<file path="config.mk">
export PLATFORM = sky130hd
export DESIGN_NAME = osc_ctrl
export DESIGN_NICKNAME = d
export VERILOG_FILES = /design/src/hw/osc_pkg.sv /design/src/hw/osc_ctrl.sv
export SDC_FILE = /design/constraint.sdc
export NUM_CORES = 1
export LEC_CHECK = 0
export ABC_AREA = 1
export BUFFER_PORTS_ARGS = -buffer_cell sky130_fd_sc_hd__buf_2
export CORE_MARGIN = 5
export CORE_UTILIZATION = 45
export CTS_BUF_LIST = sky130_fd_sc_hd__clkbuf_4 sky130_fd_sc_hd__clkbuf_8 sky130_fd_sc_hd__clkbuf_16
export DETAILED_ROUTE_END_ITERATION = 8
export HOLD_SLACK_MARGIN = 0.06
export PLACE_DENSITY = 0.67
export REMOVE_ABC_BUFFERS = 1
export SLEW_MARGIN = 20
export SYNTH_ARGS = -nofsm -noshare
export SYNTH_HDL_FRONTEND = slang
export SYNTH_SLANG_ARGS = --single-unit
</file>
<file path="constraint.sdc">
create_clock -name CLOCK_IN -period 2.5 [get_ports CLOCK_IN]
set_input_delay 0.25 -clock CLOCK_IN [delete_from_list [all_inputs] [get_ports CLOCK_IN]]
set_output_delay 0.25 -clock CLOCK_IN [all_outputs]
set_load 0.02 [all_outputs]
</file>
<file path="src/hw/osc_pkg.sv">
// package: register map, field layout and timing constants of the oscillator control block
package osc_pkg;
   // register byte offsets on the axi4-lite bus
   localparam logic [3:0] OSC_CTRL_OFS   = 4'h0;
   localparam logic [3:0] OSC_DIV_OFS    = 4'h4;
   localparam logic [3:0] OSC_TUNE_OFS   = 4'h8;
   localparam logic [3:0] OSC_UNLOCK_OFS = 4'hc;
   // oscillator_control field positions
   localparam int CUR_SRC_LSB  = 12;
   localparam int NEW_SRC_LSB  = 8;
   localparam int FREEZE_BIT   = 7;
   localparam int PIN_FRZ_BIT  = 6;
   localparam int PLL_LOCK_BIT = 5;
   localparam int FAIL_BIT     = 3;
   localparam int PRI_KEEP_BIT = 2;
   localparam int SEC_ON_BIT   = 1;
   localparam int SW_REQ_BIT   = 0;
   // clock_divider field positions
   localparam int RECOVER_BIT  = 15;
   localparam int RATIO_LSB    = 12;
   localparam int RATIO_ON_BIT = 11;
   localparam int POST_LSB     = 8;
   // frc_tuning field
   localparam int TRIM_LSB     = 0;
   // reset values
   localparam logic [15:0] DIV_RST  = 16'h0000;
   localparam logic [5:0]  TRIM_RST = 6'h00;
   // unlock keys, written to the unlock register one after another
   localparam logic [7:0] KEY_HI_A = 8'h78;
   localparam logic [7:0] KEY_HI_B = 8'h9a;
   localparam logic [7:0] KEY_LO_A = 8'h46;
   localparam logic [7:0] KEY_LO_B = 8'h57;
   // cycles of the new clock waited before the switch
   localparam logic [3:0] SETTLE_CYCLES = 4'ha;
   // postscaler code that divides by 256
   localparam logic [2:0] POST_MAX_CODE = 3'h7;
   // source codes
   localparam logic [2:0] SRC_FRC     = 3'h0;
   localparam logic [2:0] SRC_FRC_PLL = 3'h1;
   localparam logic [2:0] SRC_PRI     = 3'h2;
   localparam logic [2:0] SRC_PRI_PLL = 3'h3;
   localparam logic [2:0] SRC_SEC     = 3'h4;
   localparam logic [2:0] SRC_LOW_POWER_INTERNAL_RC    = 3'h5;
   localparam logic [2:0] SRC_RSVD    = 3'h6;
   localparam logic [2:0] SRC_FRC_DIV = 3'h7;

   // configuration fuses seen by the block
   typedef struct packed {
      logic       switch_monitor_fuse;
      logic       monitor_low_fuse;
      logic       one_way_pin_freeze_fuse;
      logic [2:0] initial_source_fuse;
      logic [1:0] primary_submode_fuse;
   } osc_fuse_type;

   // status from the analog oscillators
   typedef struct packed {
      logic       pll_locked;
      logic       osc_ready;
      logic       new_clk_tick;
      logic       fail_detect;
   } osc_ana_type;

   // controls to the analog oscillators
   typedef struct packed {
      logic [2:0] active_source;
      logic [2:0] starting_source;
      logic       start_new;
      logic       primary_sleep_keep;
      logic       secondary_osc_on;
      logic [1:0] primary_submode;
      logic [7:0] periph_ratio;
      logic [8:0] rc_divisor;
      logic [5:0] rc_trim;
   } osc_ctl_type;

   typedef enum logic [2:0] {
      SW_IDLE  = 3'b001,
      SW_START = 3'b010,
      SW_WAIT  = 3'b100
   } osc_sw_state_type;

   // true for sources that run through the pll
   function automatic logic osc_uses_pll(input logic [2:0] src);
      return (src == SRC_FRC_PLL) || (src == SRC_PRI_PLL);
   endfunction
endpackage

</file>
<file path="src/hw/osc_ctrl.sv">
// oscillator selection, doze ratio, rc postscaler and trim control with axi4-lite registers
// Notes on behaviour
// - current source read-only in bits 14-12
// - new source writable in bits 10-8
// - new source resets from fuse value
// - freeze bit set-only, blocks new source writes
// - monitor fuse 0: selections never frozen
// - pin freeze changes only after unlock
// - pll lock flag zero during switches
// - fail flag set by monitor, cleared
// - bit 2 keeps primary in sleep
// - bit 1 enables secondary oscillator
// - switch request cleared when switch completes
// - recover-on-interrupt clears ratio enable
// - doze ratio power of two when enabled
// - postscaler divides rc, code 7 by 256
// - six-bit signed trim of rc frequency
// - primary submode fixed by fuses
// - switching only when switch fuse zero
// - switching off: new source ignored
// - switching off: request held at zero
// - equal sources abort the switch
// - wait start-up, lock for pll sources, ten cycles, switch
`timescale 1ns/100ps
`default_nettype none
module osc_ctrl (
   // clock, reset, enable
   input  wire logic                  CLOCK_IN,
   input  wire logic                  RST_N_IN,
   input  wire logic                  CE_IN,
   // axi4-lite write address and data
   input  wire logic [3:0]            AWADDR_IN,
   input  wire logic                  AWVALID_IN,
   output logic                       AWREADY_OUT,
   input  wire logic [31:0]           WDATA_IN,
   input  wire logic [3:0]            WSTRB_IN,
   input  wire logic                  WVALID_IN,
   output logic                       WREADY_OUT,
   // axi4-lite write response
   output logic [1:0]                 BRESP_OUT,
   output logic                       BVALID_OUT,
   input  wire logic                  BREADY_IN,
   // axi4-lite read
   input  wire logic [3:0]            ARADDR_IN,
   input  wire logic                  ARVALID_IN,
   output logic                       ARREADY_OUT,
   output logic [31:0]                RDATA_OUT,
   output logic [1:0]                 RRESP_OUT,
   output logic                       RVALID_OUT,
   input  wire logic                  RREADY_IN,
   // fuses, analog status and interrupt event
   input  wire osc_pkg::osc_fuse_type FUSE_IN,
   input  wire osc_pkg::osc_ana_type  ANA_IN,
   input  wire logic                  IRQ_IN,
   // oscillator controls
   output osc_pkg::osc_ctl_type       CTL_OUT
);
   import osc_pkg::*;

   // register state
   logic [2:0]       cur_src_r;
   logic [2:0]       new_src_r;
   logic             freeze_r;
   logic             pin_frz_r;
   logic             fail_r;
   logic             pri_keep_r;
   logic             sec_on_r;
   logic             sw_req_r;
   logic [15:0]      div_r;
   logic [5:0]       trim_r;
   logic [1:0]       key_hi_r;
   logic [1:0]       key_lo_r;
   logic             fuse_load_r;
   osc_sw_state_type sw_st_r;
   logic [3:0]       settle_r;
   logic             start_r;
   // synchronised analog status and interrupt
   osc_ana_type      ana_s1_r;
   osc_ana_type      ana_s2_r;
   logic             irq_s1_r;
   logic             irq_s2_r;
   logic             tick_d_r;
   // bus state
   logic             aw_held_r;
   logic [3:0]       aw_addr_r;
   logic             w_held_r;
   logic [31:0]      w_data_r;
   logic [3:0]       w_strb_r;
   logic             bvalid_r;
   logic [1:0]       bresp_r;
   logic             rvalid_r;
   logic [31:0]      rdata_r;
   logic [1:0]       rresp_r;

   // bus decoding
   wire         aw_take   = CE_IN && AWVALID_IN && !aw_held_r;
   wire         w_take    = CE_IN && WVALID_IN && !w_held_r;
   wire         wr_go     = CE_IN && aw_held_r && w_held_r && !bvalid_r;
   wire         ar_take   = CE_IN && ARVALID_IN && !rvalid_r;
   wire         wr_ctrl   = wr_go && (aw_addr_r == OSC_CTRL_OFS);
   wire         wr_div    = wr_go && (aw_addr_r == OSC_DIV_OFS);
   wire         wr_tune   = wr_go && (aw_addr_r == OSC_TUNE_OFS);
   wire         wr_unlk   = wr_go && (aw_addr_r == OSC_UNLOCK_OFS) && w_strb_r[0];
   wire         wr_map    = wr_ctrl || wr_div || wr_tune || (aw_addr_r == OSC_UNLOCK_OFS);
   wire         hi_wr     = wr_ctrl && w_strb_r[1] && key_hi_r[1];
   wire         lo_wr     = wr_ctrl && w_strb_r[0] && key_lo_r[1];
   wire [7:0]   key       = w_data_r[7:0];
   // switching allowed only with the fuse programmed to 0
   wire         sw_enabled = !FUSE_IN.switch_monitor_fuse;
   // freeze only bites while the switch fuse is programmed to 1, with switching disabled
   wire         frozen    = freeze_r && FUSE_IN.switch_monitor_fuse;
   wire         sel_ok    = sw_enabled && !frozen;
   wire         tick_edge = ana_s2_r.new_clk_tick && !tick_d_r;
   wire         busy      = (sw_st_r != SW_IDLE);
   // lock reads 0 in non-pll modes and throughout a valid switch
   wire         pll_flag  = ana_s2_r.pll_locked && osc_uses_pll(cur_src_r) && !busy;
   // one completion term for sequencer and source register, so both agree
   wire         sw_done   = (sw_st_r == SW_WAIT) && (settle_r == 4'h0) && ana_s2_r.osc_ready
                            && (ana_s2_r.pll_locked || !osc_uses_pll(new_src_r));
   wire [15:0]  ctrl_rd   = {1'b0, cur_src_r, 1'b0, new_src_r, freeze_r, pin_frz_r,
                             pll_flag, 1'b0, fail_r, pri_keep_r, sec_on_r, sw_req_r};
   wire [15:0]  rd_mux    = (ARADDR_IN == OSC_CTRL_OFS) ? ctrl_rd :
                            (ARADDR_IN == OSC_DIV_OFS)  ? div_r :
                            (ARADDR_IN == OSC_TUNE_OFS) ? {10'h000, trim_r} : 16'h0000;
   wire         rd_map    = (ARADDR_IN == OSC_CTRL_OFS) || (ARADDR_IN == OSC_DIV_OFS)
                            || (ARADDR_IN == OSC_TUNE_OFS) || (ARADDR_IN == OSC_UNLOCK_OFS);
   // postscaler divisor: powers of two up to 64, then 256
   wire [2:0]   post_code = div_r[POST_LSB+:3];
   wire [8:0]   post_div  = (post_code == POST_MAX_CODE) ? 9'h100
                            : 9'(9'h001 << post_code);
   wire [2:0]   ratio_code = div_r[RATIO_ON_BIT] ? div_r[RATIO_LSB+:3] : 3'h0;

   // axi handshake outputs
   assign AWREADY_OUT = CE_IN && !aw_held_r;
   assign WREADY_OUT  = CE_IN && !w_held_r;
   assign ARREADY_OUT = CE_IN && !rvalid_r;
   assign BVALID_OUT  = bvalid_r;
   assign BRESP_OUT   = bresp_r;
   assign RVALID_OUT  = rvalid_r;
   assign RDATA_OUT   = rdata_r;
   assign RRESP_OUT   = rresp_r;

   // oscillator controls
   assign CTL_OUT.active_source      = cur_src_r;
   assign CTL_OUT.starting_source    = new_src_r;
   assign CTL_OUT.start_new          = start_r;
   assign CTL_OUT.primary_sleep_keep = pri_keep_r;
   assign CTL_OUT.secondary_osc_on   = sec_on_r;
   assign CTL_OUT.primary_submode    = FUSE_IN.primary_submode_fuse;
   assign CTL_OUT.periph_ratio       = 8'(8'h01 << ratio_code);
   assign CTL_OUT.rc_divisor         = post_div;
   assign CTL_OUT.rc_trim            = trim_r;

   // axi write channel capture and response
   always_ff @(posedge CLOCK_IN or negedge RST_N_IN) begin
      if (!RST_N_IN) begin
         aw_held_r <= 1'b0;
         aw_addr_r <= 4'h0;
         w_held_r  <= 1'b0;
         w_data_r  <= 32'h00000000;
         w_strb_r  <= 4'h0;
         bvalid_r  <= 1'b0;
         bresp_r   <= 2'h0;
      end else if (CE_IN) begin
         if (aw_take) begin
            aw_held_r <= 1'b1;
            aw_addr_r <= AWADDR_IN;
         end
         if (w_take) begin
            w_held_r <= 1'b1;
            w_data_r <= WDATA_IN;
            w_strb_r <= WSTRB_IN;
         end
         if (wr_go) begin
            aw_held_r <= 1'b0;
            w_held_r  <= 1'b0;
            bvalid_r  <= 1'b1;
            bresp_r   <= wr_map ? 2'h0 : 2'h2;
         end else if (bvalid_r && BREADY_IN) begin
            bvalid_r <= 1'b0;
         end
      end
   end

   // axi read channel
   always_ff @(posedge CLOCK_IN or negedge RST_N_IN) begin
      if (!RST_N_IN) begin
         rvalid_r <= 1'b0;
         rdata_r  <= 32'h00000000;
         rresp_r  <= 2'h0;
      end else if (CE_IN) begin
         if (ar_take) begin
            rvalid_r <= 1'b1;
            rdata_r  <= {16'h0000, rd_mux};
            rresp_r  <= rd_map ? 2'h0 : 2'h2;
         end else if (rvalid_r && RREADY_IN) begin
            rvalid_r <= 1'b0;
         end
      end
   end

   // synchronisers for analog status and interrupt event
   always_ff @(posedge CLOCK_IN or negedge RST_N_IN) begin
      if (!RST_N_IN) begin
         ana_s1_r <= '0;
         ana_s2_r <= '0;
         irq_s1_r <= 1'b0;
         irq_s2_r <= 1'b0;
         tick_d_r <= 1'b0;
      end else if (CE_IN) begin
         ana_s1_r <= ANA_IN;
         ana_s2_r <= ana_s1_r;
         irq_s1_r <= IRQ_IN;
         irq_s2_r <= irq_s1_r;
         tick_d_r <= ana_s2_r.new_clk_tick;
      end
   end

   // unlock key tracking: a key pair arms one following control write per byte
   always_ff @(posedge CLOCK_IN or negedge RST_N_IN) begin
      if (!RST_N_IN) begin
         key_hi_r <= 2'h0;
         key_lo_r <= 2'h0;
      end else if (CE_IN && wr_go) begin
         key_hi_r <= 2'h0;
         key_lo_r <= 2'h0;
         if (wr_unlk && key == KEY_HI_A) key_hi_r <= 2'h1;
         if (wr_unlk && key == KEY_HI_B && key_hi_r == 2'h1) key_hi_r <= 2'h2;
         if (wr_unlk && key == KEY_LO_A) key_lo_r <= 2'h1;
         if (wr_unlk && key == KEY_LO_B && key_lo_r == 2'h1) key_lo_r <= 2'h2;
      end
   end

   // control bits; fuse values are caught by a clocked load after reset release
   always_ff @(posedge CLOCK_IN or negedge RST_N_IN) begin
      if (!RST_N_IN) begin
         fuse_load_r <= 1'b1;
         new_src_r   <= SRC_FRC;
         cur_src_r   <= SRC_FRC;
         freeze_r    <= 1'b0;
         pin_frz_r   <= 1'b0;
         fail_r      <= 1'b0;
         pri_keep_r  <= 1'b0;
         sec_on_r    <= 1'b0;
         div_r       <= DIV_RST;
         trim_r      <= TRIM_RST;
      end else if (CE_IN) begin
         if (fuse_load_r) begin
            fuse_load_r <= 1'b0;
            new_src_r   <= FUSE_IN.initial_source_fuse;
            cur_src_r   <= FUSE_IN.initial_source_fuse;
         end else if (sw_done) begin
            cur_src_r <= new_src_r;
         end
         // with switching off the field stays writable until the freeze bit is set, but selects nothing
         if (hi_wr && !frozen && !busy)
            new_src_r <= w_data_r[NEW_SRC_LSB+:3];
         if (lo_wr) begin
            if (w_data_r[FREEZE_BIT])
               freeze_r <= 1'b1;
            if (!(FUSE_IN.one_way_pin_freeze_fuse && pin_frz_r))
               pin_frz_r <= w_data_r[PIN_FRZ_BIT];
            pri_keep_r <= w_data_r[PRI_KEEP_BIT];
            sec_on_r   <= w_data_r[SEC_ON_BIT];
         end
         // set wins over clear; a valid switch start clears it too
         if (ana_s2_r.fail_detect)
            fail_r <= 1'b1;
         else if ((lo_wr && !w_data_r[FAIL_BIT]) || sw_st_r == SW_START)
            fail_r <= 1'b0;
         // interrupt return to 1:1 wins over a simultaneous software write
         if (wr_div && w_strb_r[1])
            div_r <= {w_data_r[15:8], 8'h00};
         if (div_r[RECOVER_BIT] && irq_s2_r)
            div_r[RATIO_ON_BIT] <= 1'b0;
         if (wr_tune && w_strb_r[0])
            trim_r <= w_data_r[TRIM_LSB+:6];
      end
   end

   // clock switch sequencer
   always_ff @(posedge CLOCK_IN or negedge RST_N_IN) begin
      if (!RST_N_IN) begin
         sw_st_r  <= SW_IDLE;
         sw_req_r <= 1'b0;
         settle_r <= 4'h0;
         start_r  <= 1'b0;
      end else if (CE_IN) begin
         case (sw_st_r)
            SW_IDLE: begin
               start_r <= 1'b0;
               if (lo_wr && w_data_r[SW_REQ_BIT] && sel_ok && !fuse_load_r) begin
                  if (new_src_r == cur_src_r) begin
                     sw_req_r <= 1'b0;
                  end else begin
                     sw_req_r <= 1'b1;
                     sw_st_r  <= SW_START;
                  end
               end else if (!sw_enabled) begin
                  sw_req_r <= 1'b0;
               end
            end
            SW_START: begin
               start_r  <= 1'b1;
               settle_r <= SETTLE_CYCLES;
               sw_st_r  <= SW_WAIT;
            end
            SW_WAIT: begin
               // count only after start-up and, for pll sources, lock
               if (ana_s2_r.osc_ready && (ana_s2_r.pll_locked || !osc_uses_pll(new_src_r))) begin
                  if (sw_done) begin
                     sw_req_r <= 1'b0;
                     start_r  <= 1'b0;
                     sw_st_r  <= SW_IDLE;
                  end else if (tick_edge) begin
                     settle_r <= settle_r - 4'h1;
                  end
               end
            end
            default: begin
               sw_st_r <= SW_IDLE;
            end
         endcase
      end
   end
endmodule
`default_nettype wire

</file>
==> results of run 1 <==
-- kinds of logic (layout without fill, tap and decap cells) --
| group | Yosys count | count (layout) | share of synthesized area [%] |
|---|---|---|---|
| other | 1 | 19 | 0.0820 |
| multiplexers | 11 | 11 | 2.71 |
| buffers and inverters | 94 | 178 | 10.2 |
| XOR/XNOR | 5 | 5 | 0.958 |
| AND/OR/NAND/NOR | 245 | 245 | 23.9 |
| flip-flops | 94 | 94 | 51.5 |
| AO/OA/AOI/OAI | 79 | 79 | 10.1 |
| adder cells (fa/ha/maj) | 2 | 2 | 0.547 |
-- Yosys cell counts, types with 3 or more instances --
cell type	count	area share (%)
nor3_1	11	1.2
o21ai_0	37	4.1
buf_2	4	0.44
mux2_2	11	2.7
inv_1	57	4.7
o22ai_1	5	0.68
buf_4	25	4.1
a21oi_1	19	2.1
nand4_1	10	1.4
a31oi_1	4	0.55
nor2_2	5	0.68
nor2_1	51	4.2
nand3_1	21	2.3
a21oi_2	6	1.1
dfrtp_1	92	50
nand2_1	134	11
clkbuf_1	4	0.33
xor2_1	3	0.57
-- power groups by stage --
| stage | Sequential (uW) | Clock (uW) | Combinational [uW] |
|---|---|---|---|
| finish | 2230 | 1020 | 1460 |
| global route | 2290 | 1130 | 1620 |
| CTS | 2240 | 1050 | 1480 |
| detailed placement | 2260 | 0 | 1470 |
| global placement | 2240 | 0 | 1420 |
| floorplan | 2320 | 0 | 896 |
-- metal layers --
layer  wire [um]  global-route usage (%)
met1        4740                    22.7
met2        5000                    28.4
met3         726                    4.59
met4         176                    6.24
met5           0                       0
-- registers in the layout (all words and copies together), names as in the netlist, 2 cells and up --
| signal | flops |
|---|---|
| w_data_r | 16 |
| key_lo_r | 2 |
| sw_st_r | 3 |
| settle_r | 4 |
| ana_s1_r | 4 |
| new_src_r | 3 |
| cur_src_r | 3 |
| ana_s2_r | 4 |
| trim_r | 6 |
| div_r | 8 |
| aw_addr_r | 4 |
| key_hi_r | 2 |
| w_strb_r | 2 |
| RDATA_OUT | 16 |
-- worst min path at each step --
stage              start            to  slack [ns]  cells past startpoint
6_report       ANA_IN[0]   ana_s1_r[0]        0.09                      3
5_1_grt        ANA_IN[2]   ana_s1_r[2]        0.09                      3
4_1_cts        ANA_IN[0]   ana_s1_r[0]        0.08                      3
3_5_place_dp    RST_N_IN   w_data_r[9]        0.41                      1
3_3_place_gp    RST_N_IN      div_r[9]        0.41                      1
2_1_floorplan   RST_N_IN  BRESP_OUT[1]       -0.05                      0
-- through the flow --
step | std cells | total power, uW | hold slack (ns) | utilization (%)
final | 766 | 4710 | 0.0939 | 54.0
after global routing | 766 | 5030 | 0.0858 | 54.0
after CTS | 766 | 4760 | 0.0809 | 54.0
after detailed placement | 749 | 3740 | 0.410 | 51.8
after global placement | 749 | 3660 | 0.409 | 51.8
after floorplan | 513 | 3220 | -0.0456 | -
-- area by class of cell --
class	count	area [um^2]
flip-flops and latches	94	2350
well taps	133	166
clock inverters	5	60.1
clock buffers	11	139
fillers	964	4520
inverters	58	218
multi-input cells	361	1820
repair buffers	104	543
-- critical path, cell delays in order (launching register included) --
cell and delay (ns):
dfrtp_1 0.42, nor2_2 0.14, nand2_1 0.06, buf_4 0.18, inv_1 0.46, o21ai_0 0.18
o22a_1 0.19
-- what timing repair did --
item | in CTS | in global routing
resized for setup | 0 | 0
hold buffers | 1 | 0
hold endpoints to repair | 62 | 0
==> flow_summary.yaml, run 1 <==
cells_and_area:
  final_common_cell: "nand2_1"
  nets: 695
  areaGrowthSynthToFinish_pct: 15.9
  diodes: 0
  drive_gt1_share_pct: 24.8
  final_cell_mix: "nand2_1, buf_2, dfrtp_1"
  fin_area_um2: 5300
worst_setup_path:
  crit_start: "RVALID_OUT"
  regToRegSetupSlack_ns: 0.76
  worstPathRequired_ns: 2.74
  crit_type: "flop to flop"
  start_kind: "flop"
  path_max_fanout: 21
  reg2reg_from: "RVALID_OUT"
  cp-endpoint: "RDATA_OUT[12]"
  worstReg2RegEnd: "RDATA_OUT[12]"
  reg2regPathDepth: 6
  endpoint_kind: "flop"
  cp_data_arrival_time_ns: 1.98
synthesis:
  ys_ff_latch: 94
  async_flop_share_pct: 100
  synth_area_um2: 4570
  synth_seq_area_share_pct: 51.5
  synth_ff_type: "dfrtp_1"
  synth_warnings: 0
  yosysUniqueCellTypes: 40
  synth_enable_flop_cells: 0
  synth_cells: 531
  post_synth.cell_area_avg_um2: 8.61
placement:
  place_area_um2: 5090
  pre_cts_ws_ns: 0.670
  portBuffers: 97
  hpwl_um: 8090
  gp_congestion: 0.840
pwr:
  comb_power_share_pct: 31.0
  p_per_area_nw_per_um2: 889
  switching_share_pct: 38.0
  cellLeakagePower_uw: 0.00280
  clkPwrFrac_pct: 21.6
  power.internal_uw: 2920
  switching_power_uw: 1790
  vdd.ir_drop.worst_mv: 0.460
  p_seq_share_pct: 47.4
grt:
  grt_use_total_pct: 17.5
  grt_max_degree: 67
  grt_pass1_vias: 3700
  antenna_found_initial: 0
  overflow: 0
  grt_pass1_wl_um: 17700
floorplan:
  die_area_um2: 12300
  io_pins: 140
  die_h_um: 111
  die_w_um: 111
  std_cell_rows: 36
  floorplan.initialDensity_pct: 46.5
  coreArea_um2: 9820
timing:
  slew_headroom_pct: 44.2
  fmax_mhz: 575
  hold_viol: 0
  fin_ws_ns: 0.760
  clock-skew-final_ns: 0.00997
  grt_setup_unrepaired: "no"
  setup_viol: 0
  min_period_over_period_pct: 69.6
  drv_slew: 0
  finalCriticalPeriod_ns: 1.74
  tightest_slew_ns: 0.836
  tns_ns: 0
cts:
  clock_path_buffers: 2
  clk_latency_ns: 0.35
  h-tree-depth: 3
  cts_root_buf: "clkbuf_8"
  cts_setup_buffers: 0
  clkTransAtPathRegs_ns: 0.09
  cts.sinks: 94
  cts_made_buffers: 9
  cts_tree: "built"
hold_path:
  hold_path.class: "primary input to flop"
route:
  firstDrtPassIters: 4
  drc: 0
  post_drt_wl_per_cell_um: 13.9
  ant_nets: 0
  routed_wl_um: 10600
  vias_per_cell: 4.83
  drt_iter0_drc: 226
  vias: 3698
status:
  status: "finished, final reports clean"
run:
  maxCapViolCount: 0
No activity file was read; power rests on OpenSTA's default activity.
==> inputs of run 2 (changes only) <==
Settings changed: ABC_AREA 1 to 0, PLACE_DENSITY 0.67 to 0.68.
Clock period 2.5 ns to 1.8 ns, I/O delays scaled along.
==> run 2 against run 1 <==
Via count down 3.1%. Power increased by 31%. Area after synthesis shrank 0.99%. Setup slack got worse by 0.70 ns. Largest power group unchanged. Highest routed layer unchanged.
==> flow_summary.yaml, run 2 <==
cts:
  clk_latency_ns: 0.38
  cts.sinks: 94
  h-tree-depth: 3
  clock_path_buffers: 2
  cts_tree: "built"
  cts_root_buf: "clkbuf_8"
  clkTransAtPathRegs_ns: 0.09
  cts_made_buffers: 9
synthesis:
  yosysUniqueCellTypes: 57
  synth_enable_flop_cells: 0
  synth_area_leaders: "dfrtp_1, mux2_2, buf_4"
  synth_top_area_share_pct: 50.9
  async_flop_share_pct: 100
  yosys.area.top_type: "dfrtp_1"
  synth_warnings: 0
  ys_ff_latch: 94
  synthTopCellsByCount: "dfrtp_1, mux2_2, nand2_1"
  synth_cells: 404
  synth_seq_area_share_pct: 52.0
  synth_ff_type: "dfrtp_1"
  post_synth.cell_area_avg_um2: 11.2
  synth_area_um2: 4530
  synth.most_common_cell: "dfrtp_1"
route:
  firstDrtPassIters: 4
  drt_iter0_drc: 167
  post_drt_wl_per_cell_um: 15.6
  ant_nets: 0
  vias_per_cell: 5.21
  route.met3.wl_um: 662
  routed_wl_um: 10700
  drt-met1-wl_um: 4630
  vias: 3582
  dr.max_layer_used: "met4"
  route.met2.wl_um: 5140
  drc: 0
cells_and_area:
  areaGrowthSynthToFinish_pct: 29.3
  final_common_cell: "buf_2"
  fillers: 842
  final_cell_mix: "buf_2, dfrtp_1, mux2_2"
  final_util_pct: 59.9
  drive_gt1_share_pct: 38.8
  nets: 616
placement:
  gp_congestion: 0.886
  hpwl_um: 7870
  portBuffers: 97
worst_setup_path:
  start_kind: "flop"
  endpoint_kind: "flop"
  worstPathRequired_ns: 2.04
  cp_data_arrival_time_ns: 1.98
  reg2reg_from: "sw_st_r[0]"
  path_max_fanout: 5
  crit_start: "sw_st_r[0]"
  reg2regPathDepth: 4
  crit_type: "flop to flop"
timing:
  tns_ns: 0
  drv_slew: 0
  hold_viol: 0
  hold_slack_ns: 0.0771
  fmax_mhz: 575
  min_period_over_period_pct: 96.6
  setup_viol: 0
  clock-skew-final_ns: 0.0142
  finalCriticalPeriod_ns: 1.74
pwr:
  vdd.ir_drop.worst_mv: 0.736
  cellLeakagePower_uw: 0.00271
  p_per_area_nw_per_um2: 1050
grt:
  grt_use_total_pct: 18.0
  grt_max_degree: 43
  antenna_found_initial: 1
  grt_pass1_wl_um: 16600
  overflow: 0
  grt_pass1_vias: 3356
hold_path:
  whs_path_depth: 3
  holdCritStartpoint: "FUSE_IN[5]"
  hold_path.class: "primary input to flop"
status:
  status: "finished, final reports clean"
floorplan:
  die_w_um: 110
  coreArea_um2: 9770
  floorplan.initialDensity_pct: 46.3
  die_h_um: 110
  io_pins: 140
  std_cell_rows: 36
  die_area_um2: 12200
run:
  maxCapViolCount: 0
## run 2: critical path, cell delays in order, from the launching register on
cell      delay [ns]
dfstp_2         0.56
or3b_4          0.43
a211o_4         0.35
o211ai_1        0.18
nand3_1         0.10
## run 2: cell type report
cell class | instances | area [um^2] | share of cell area, %
Timing Repair Buffer | 155 | 1050 | 18.0
Inverter | 11 | 41.3 | 0.706
Multi-Input combinational cell | 278 | 2010 | 34.3
Clock inverter | 6 | 93.8 | 1.60
Sequential cell | 94 | 2350 | 40.2
Antenna cell | 1 | 2.50 | 0.0428
Clock buffer | 10 | 131 | 2.25
Tap cell | 133 | 166 | 2.84
## run 2: timing repair
item	in CTS	in global routing
setup buffers	0	3
pin swaps	0	2
resized for setup	1	12
hold buffers	30	0
endpoints found under the hold margin	121	0
setup endpoints to repair	3	18
## run 2: where the power goes
part	internal, uW	switching [uW]
Clock	812	762
Sequential	2560	436
Combinational	785	811
## run 2: path summary, 6_finish.rpt
| kind | to | slack (ns) |
|---|---|---|
| max reg2reg | new_src_r[0] | 0.06 |
| min reg2reg | div_r[11] | 0.47 |
| max in group asynchronous | sw_st_r[0] | 0.98 |
| min in group asynchronous | w_data_r[6] | 0.22 |
| max | new_src_r[0] | 0.06 |
| min | pin_frz_r | 0.08 |
## run 2: layer usage
metal	global-route usage, %	up-vias
met5	0	-
met4	7.48	0
met3	3.55	16
met2	29.4	123
met1	23.6	1746
li1	-	1697
## run 2: cell families after synthesis
logic type	share of synthesized area, %
AO/OA/AOI/OAI	11.0
XOR/XNOR	0.581
adder cells (fa/ha/maj)	0.553
buffers and inverters	6.33
flip-flops	52.0
multiplexers	12.8
other	0.0829
AND/OR/NAND/NOR	16.6
## run 2: per-stage QoR
| step | std cells | power [uW] | area (um^2) | setup slack (ns) |
|---|---|---|---|---|
| 2_1_floorplan | 383 | 3870 | 4350 | -0.211 |
| 3_3_place_gp | 638 | 4490 | 5250 | 0.0295 |
| 3_5_place_dp | 638 | 4550 | 5250 | -0.0203 |
| 4_1_cts | 684 | 6180 | 5770 | -0.000956 |
| 5_1_grt | 688 | 6520 | 5850 | -0.0238 |
| 6_report | 688 | 6170 | 5850 | 0.0621 |
==> inputs of run 3 (changes only) <==
Settings changed: RECOVER_POWER set to 100.
==> run 3 against run 2 <==
Wire length is 0.73% higher. Design area is 2.5% lower. Core utilization is 1.5 points lower. Clock power hardly changed. Largest cell class unchanged. Largest power group unchanged.
==> flow_summary.yaml, run 3 (synthesis results as in run 2) <==
grt:
  grt_max_degree: 43
  grt_use_total_pct: 18.0
  grt_pass1_vias: 3356
  antenna_found_initial: 1
  overflow: 0
  grt_pass1_wl_um: 16600
hold_path:
  hold_path.class: "primary input to flop"
  whs_path_depth: 3
  hold_end: "pin_frz_r"
  holdCritStartpoint: "FUSE_IN[5]"
worst_setup_path:
  endpoint_kind: "flop"
  start_kind: "flop"
  worstReg2RegEnd: "new_src_r[0]"
  crit_type: "flop to flop"
  cp_data_arrival_time_ns: 1.97
  reg2reg_from: "sw_st_r[0]"
  regToRegSetupSlack_ns: 0.06
  worstPathRequired_ns: 2.03
  reg2regPathDepth: 4
  path_max_fanout: 5
cells_and_area:
  nets: 616
  final_cell_mix: "dfrtp_1, clkbuf_1, mux2_2"
  areaGrowthSynthToFinish_pct: 26.1
  drive_gt1_share_pct: 28.0
  final_common_cell: "dfrtp_1"
timing:
  tightest_slew_ns: 1.15
  fin_ws_ns: 0.0635
  drv_slew: 0
  finalCriticalPeriod_ns: 1.74
  min_period_over_period_pct: 96.5
  fmax_mhz: 576
  slew_headroom_pct: 23.0
  setup_viol: 0
  hold_viol: 0
  tns_ns: 0
  clock-skew-final_ns: 0.0151
  hold_slack_ns: 0.0881
status:
  status: "finished, final reports clean"
cts:
  cts_tree: "built"
  clk_latency_ns: 0.37
  h-tree-depth: 3
  cts_root_buf: "clkbuf_8"
  clock_path_buffers: 2
  cts_made_buffers: 9
  clkTransAtPathRegs_ns: 0.09
  cts.sinks: 94
placement:
  hpwl_um: 7870
  gp_congestion: 0.886
  pre_cts_ws_ns: -0.0203
  portBuffers: 97
floorplan:
  io_pins: 140
  coreArea_um2: 9770
  die_w_um: 110
  floorplan.initialDensity_pct: 46.3
  die_h_um: 110
  die_area_um2: 12200
  std_cell_rows: 36
route:
  ant_nets: 0
  vias_per_cell: 5.18
  drt_iter0_drc: 163
  drc: 0
  post_drt_wl_per_cell_um: 15.7
  routed_wl_um: 10800
  vias: 3562
  firstDrtPassIters: 5
pwr:
  cellLeakagePower_uw: 0.00247
  power_uw: 6090
  p_per_area_nw_per_um2: 1070
  vdd.ir_drop.worst_mv: 0.672
run:
  maxCapViolCount: 0
## run 3: critical path, cell delays in order (launching register included)
cell      delay (ns)
dfstp_2         0.56
or3b_4          0.43
a211o_4         0.35
o211ai_1        0.18
nand3_1         0.10
## run 3: repair_timing
action	CTS	global route
buffers inserted	0	3
hold endpoints to repair	121	0
pin swaps	0	2
hold buffers	30	0
endpoints found under the setup margin	3	18
gates cloned	0	0
gates resized for setup	1	12
## run 3: how the worst max path moves through the flow
stage	start	to	slack, ns	cells past startpoint
6_report	sw_st_r[0]	new_src_r[0]	0.06	4
3_3_place_gp	sw_st_r[0]	new_src_r[0]	0.03	4
5_1_grt	settle_r[0]	settle_r[1]	-0.01	6
4_1_cts	settle_r[1]	settle_r[1]	-0.001	6
3_5_place_dp	sw_st_r[0]	new_src_r[0]	-0.02	4
2_1_floorplan	BVALID_OUT	trim_r[0]	-0.21	4
## run 3: per-layer routing
layer	GRT usage [%]	wire length, um	up-vias
met5	0	0	-
met4	7.48	216	0
met3	3.55	752	12
met2	29.4	5120	121
met1	23.6	4700	1732
li1	-	-	1697
## run 3: final cells by class
type / instances / area [um^2]
antenna: 1 / 2.50
clock buffer: 10 / 131
clock inverter: 6 / 93.8
fill: 881 / 4070
inverter: 11 / 41.3
multi-input combinational: 278 / 2000
sequential: 94 / 2350
tap: 133 / 166
timing repair buffer: 155 / 916
## run 3: where the power goes
| part | total [uW] | internal, uW | leakage (uW) | switching (uW) |
|---|---|---|---|---|
| Clock | 1570 | 813 | 0.000116 | 758 |
| Sequential | 3000 | 2560 | 0.00118 | 437 |
| Combinational | 1520 | 708 | 0.00118 | 812 |
| Total | 6090 | 4080 | 0.00247 | 2010 |
## run 3: per-stage QoR
stage	util, %	cell area (um^2)	cells
detailed placement	53.7	5250	638
global placement	53.7	5250	638
CTS	59.1	5770	684
global route	58.4	5710	688
finish	58.4	5710	688
floorplan	-	4350	383
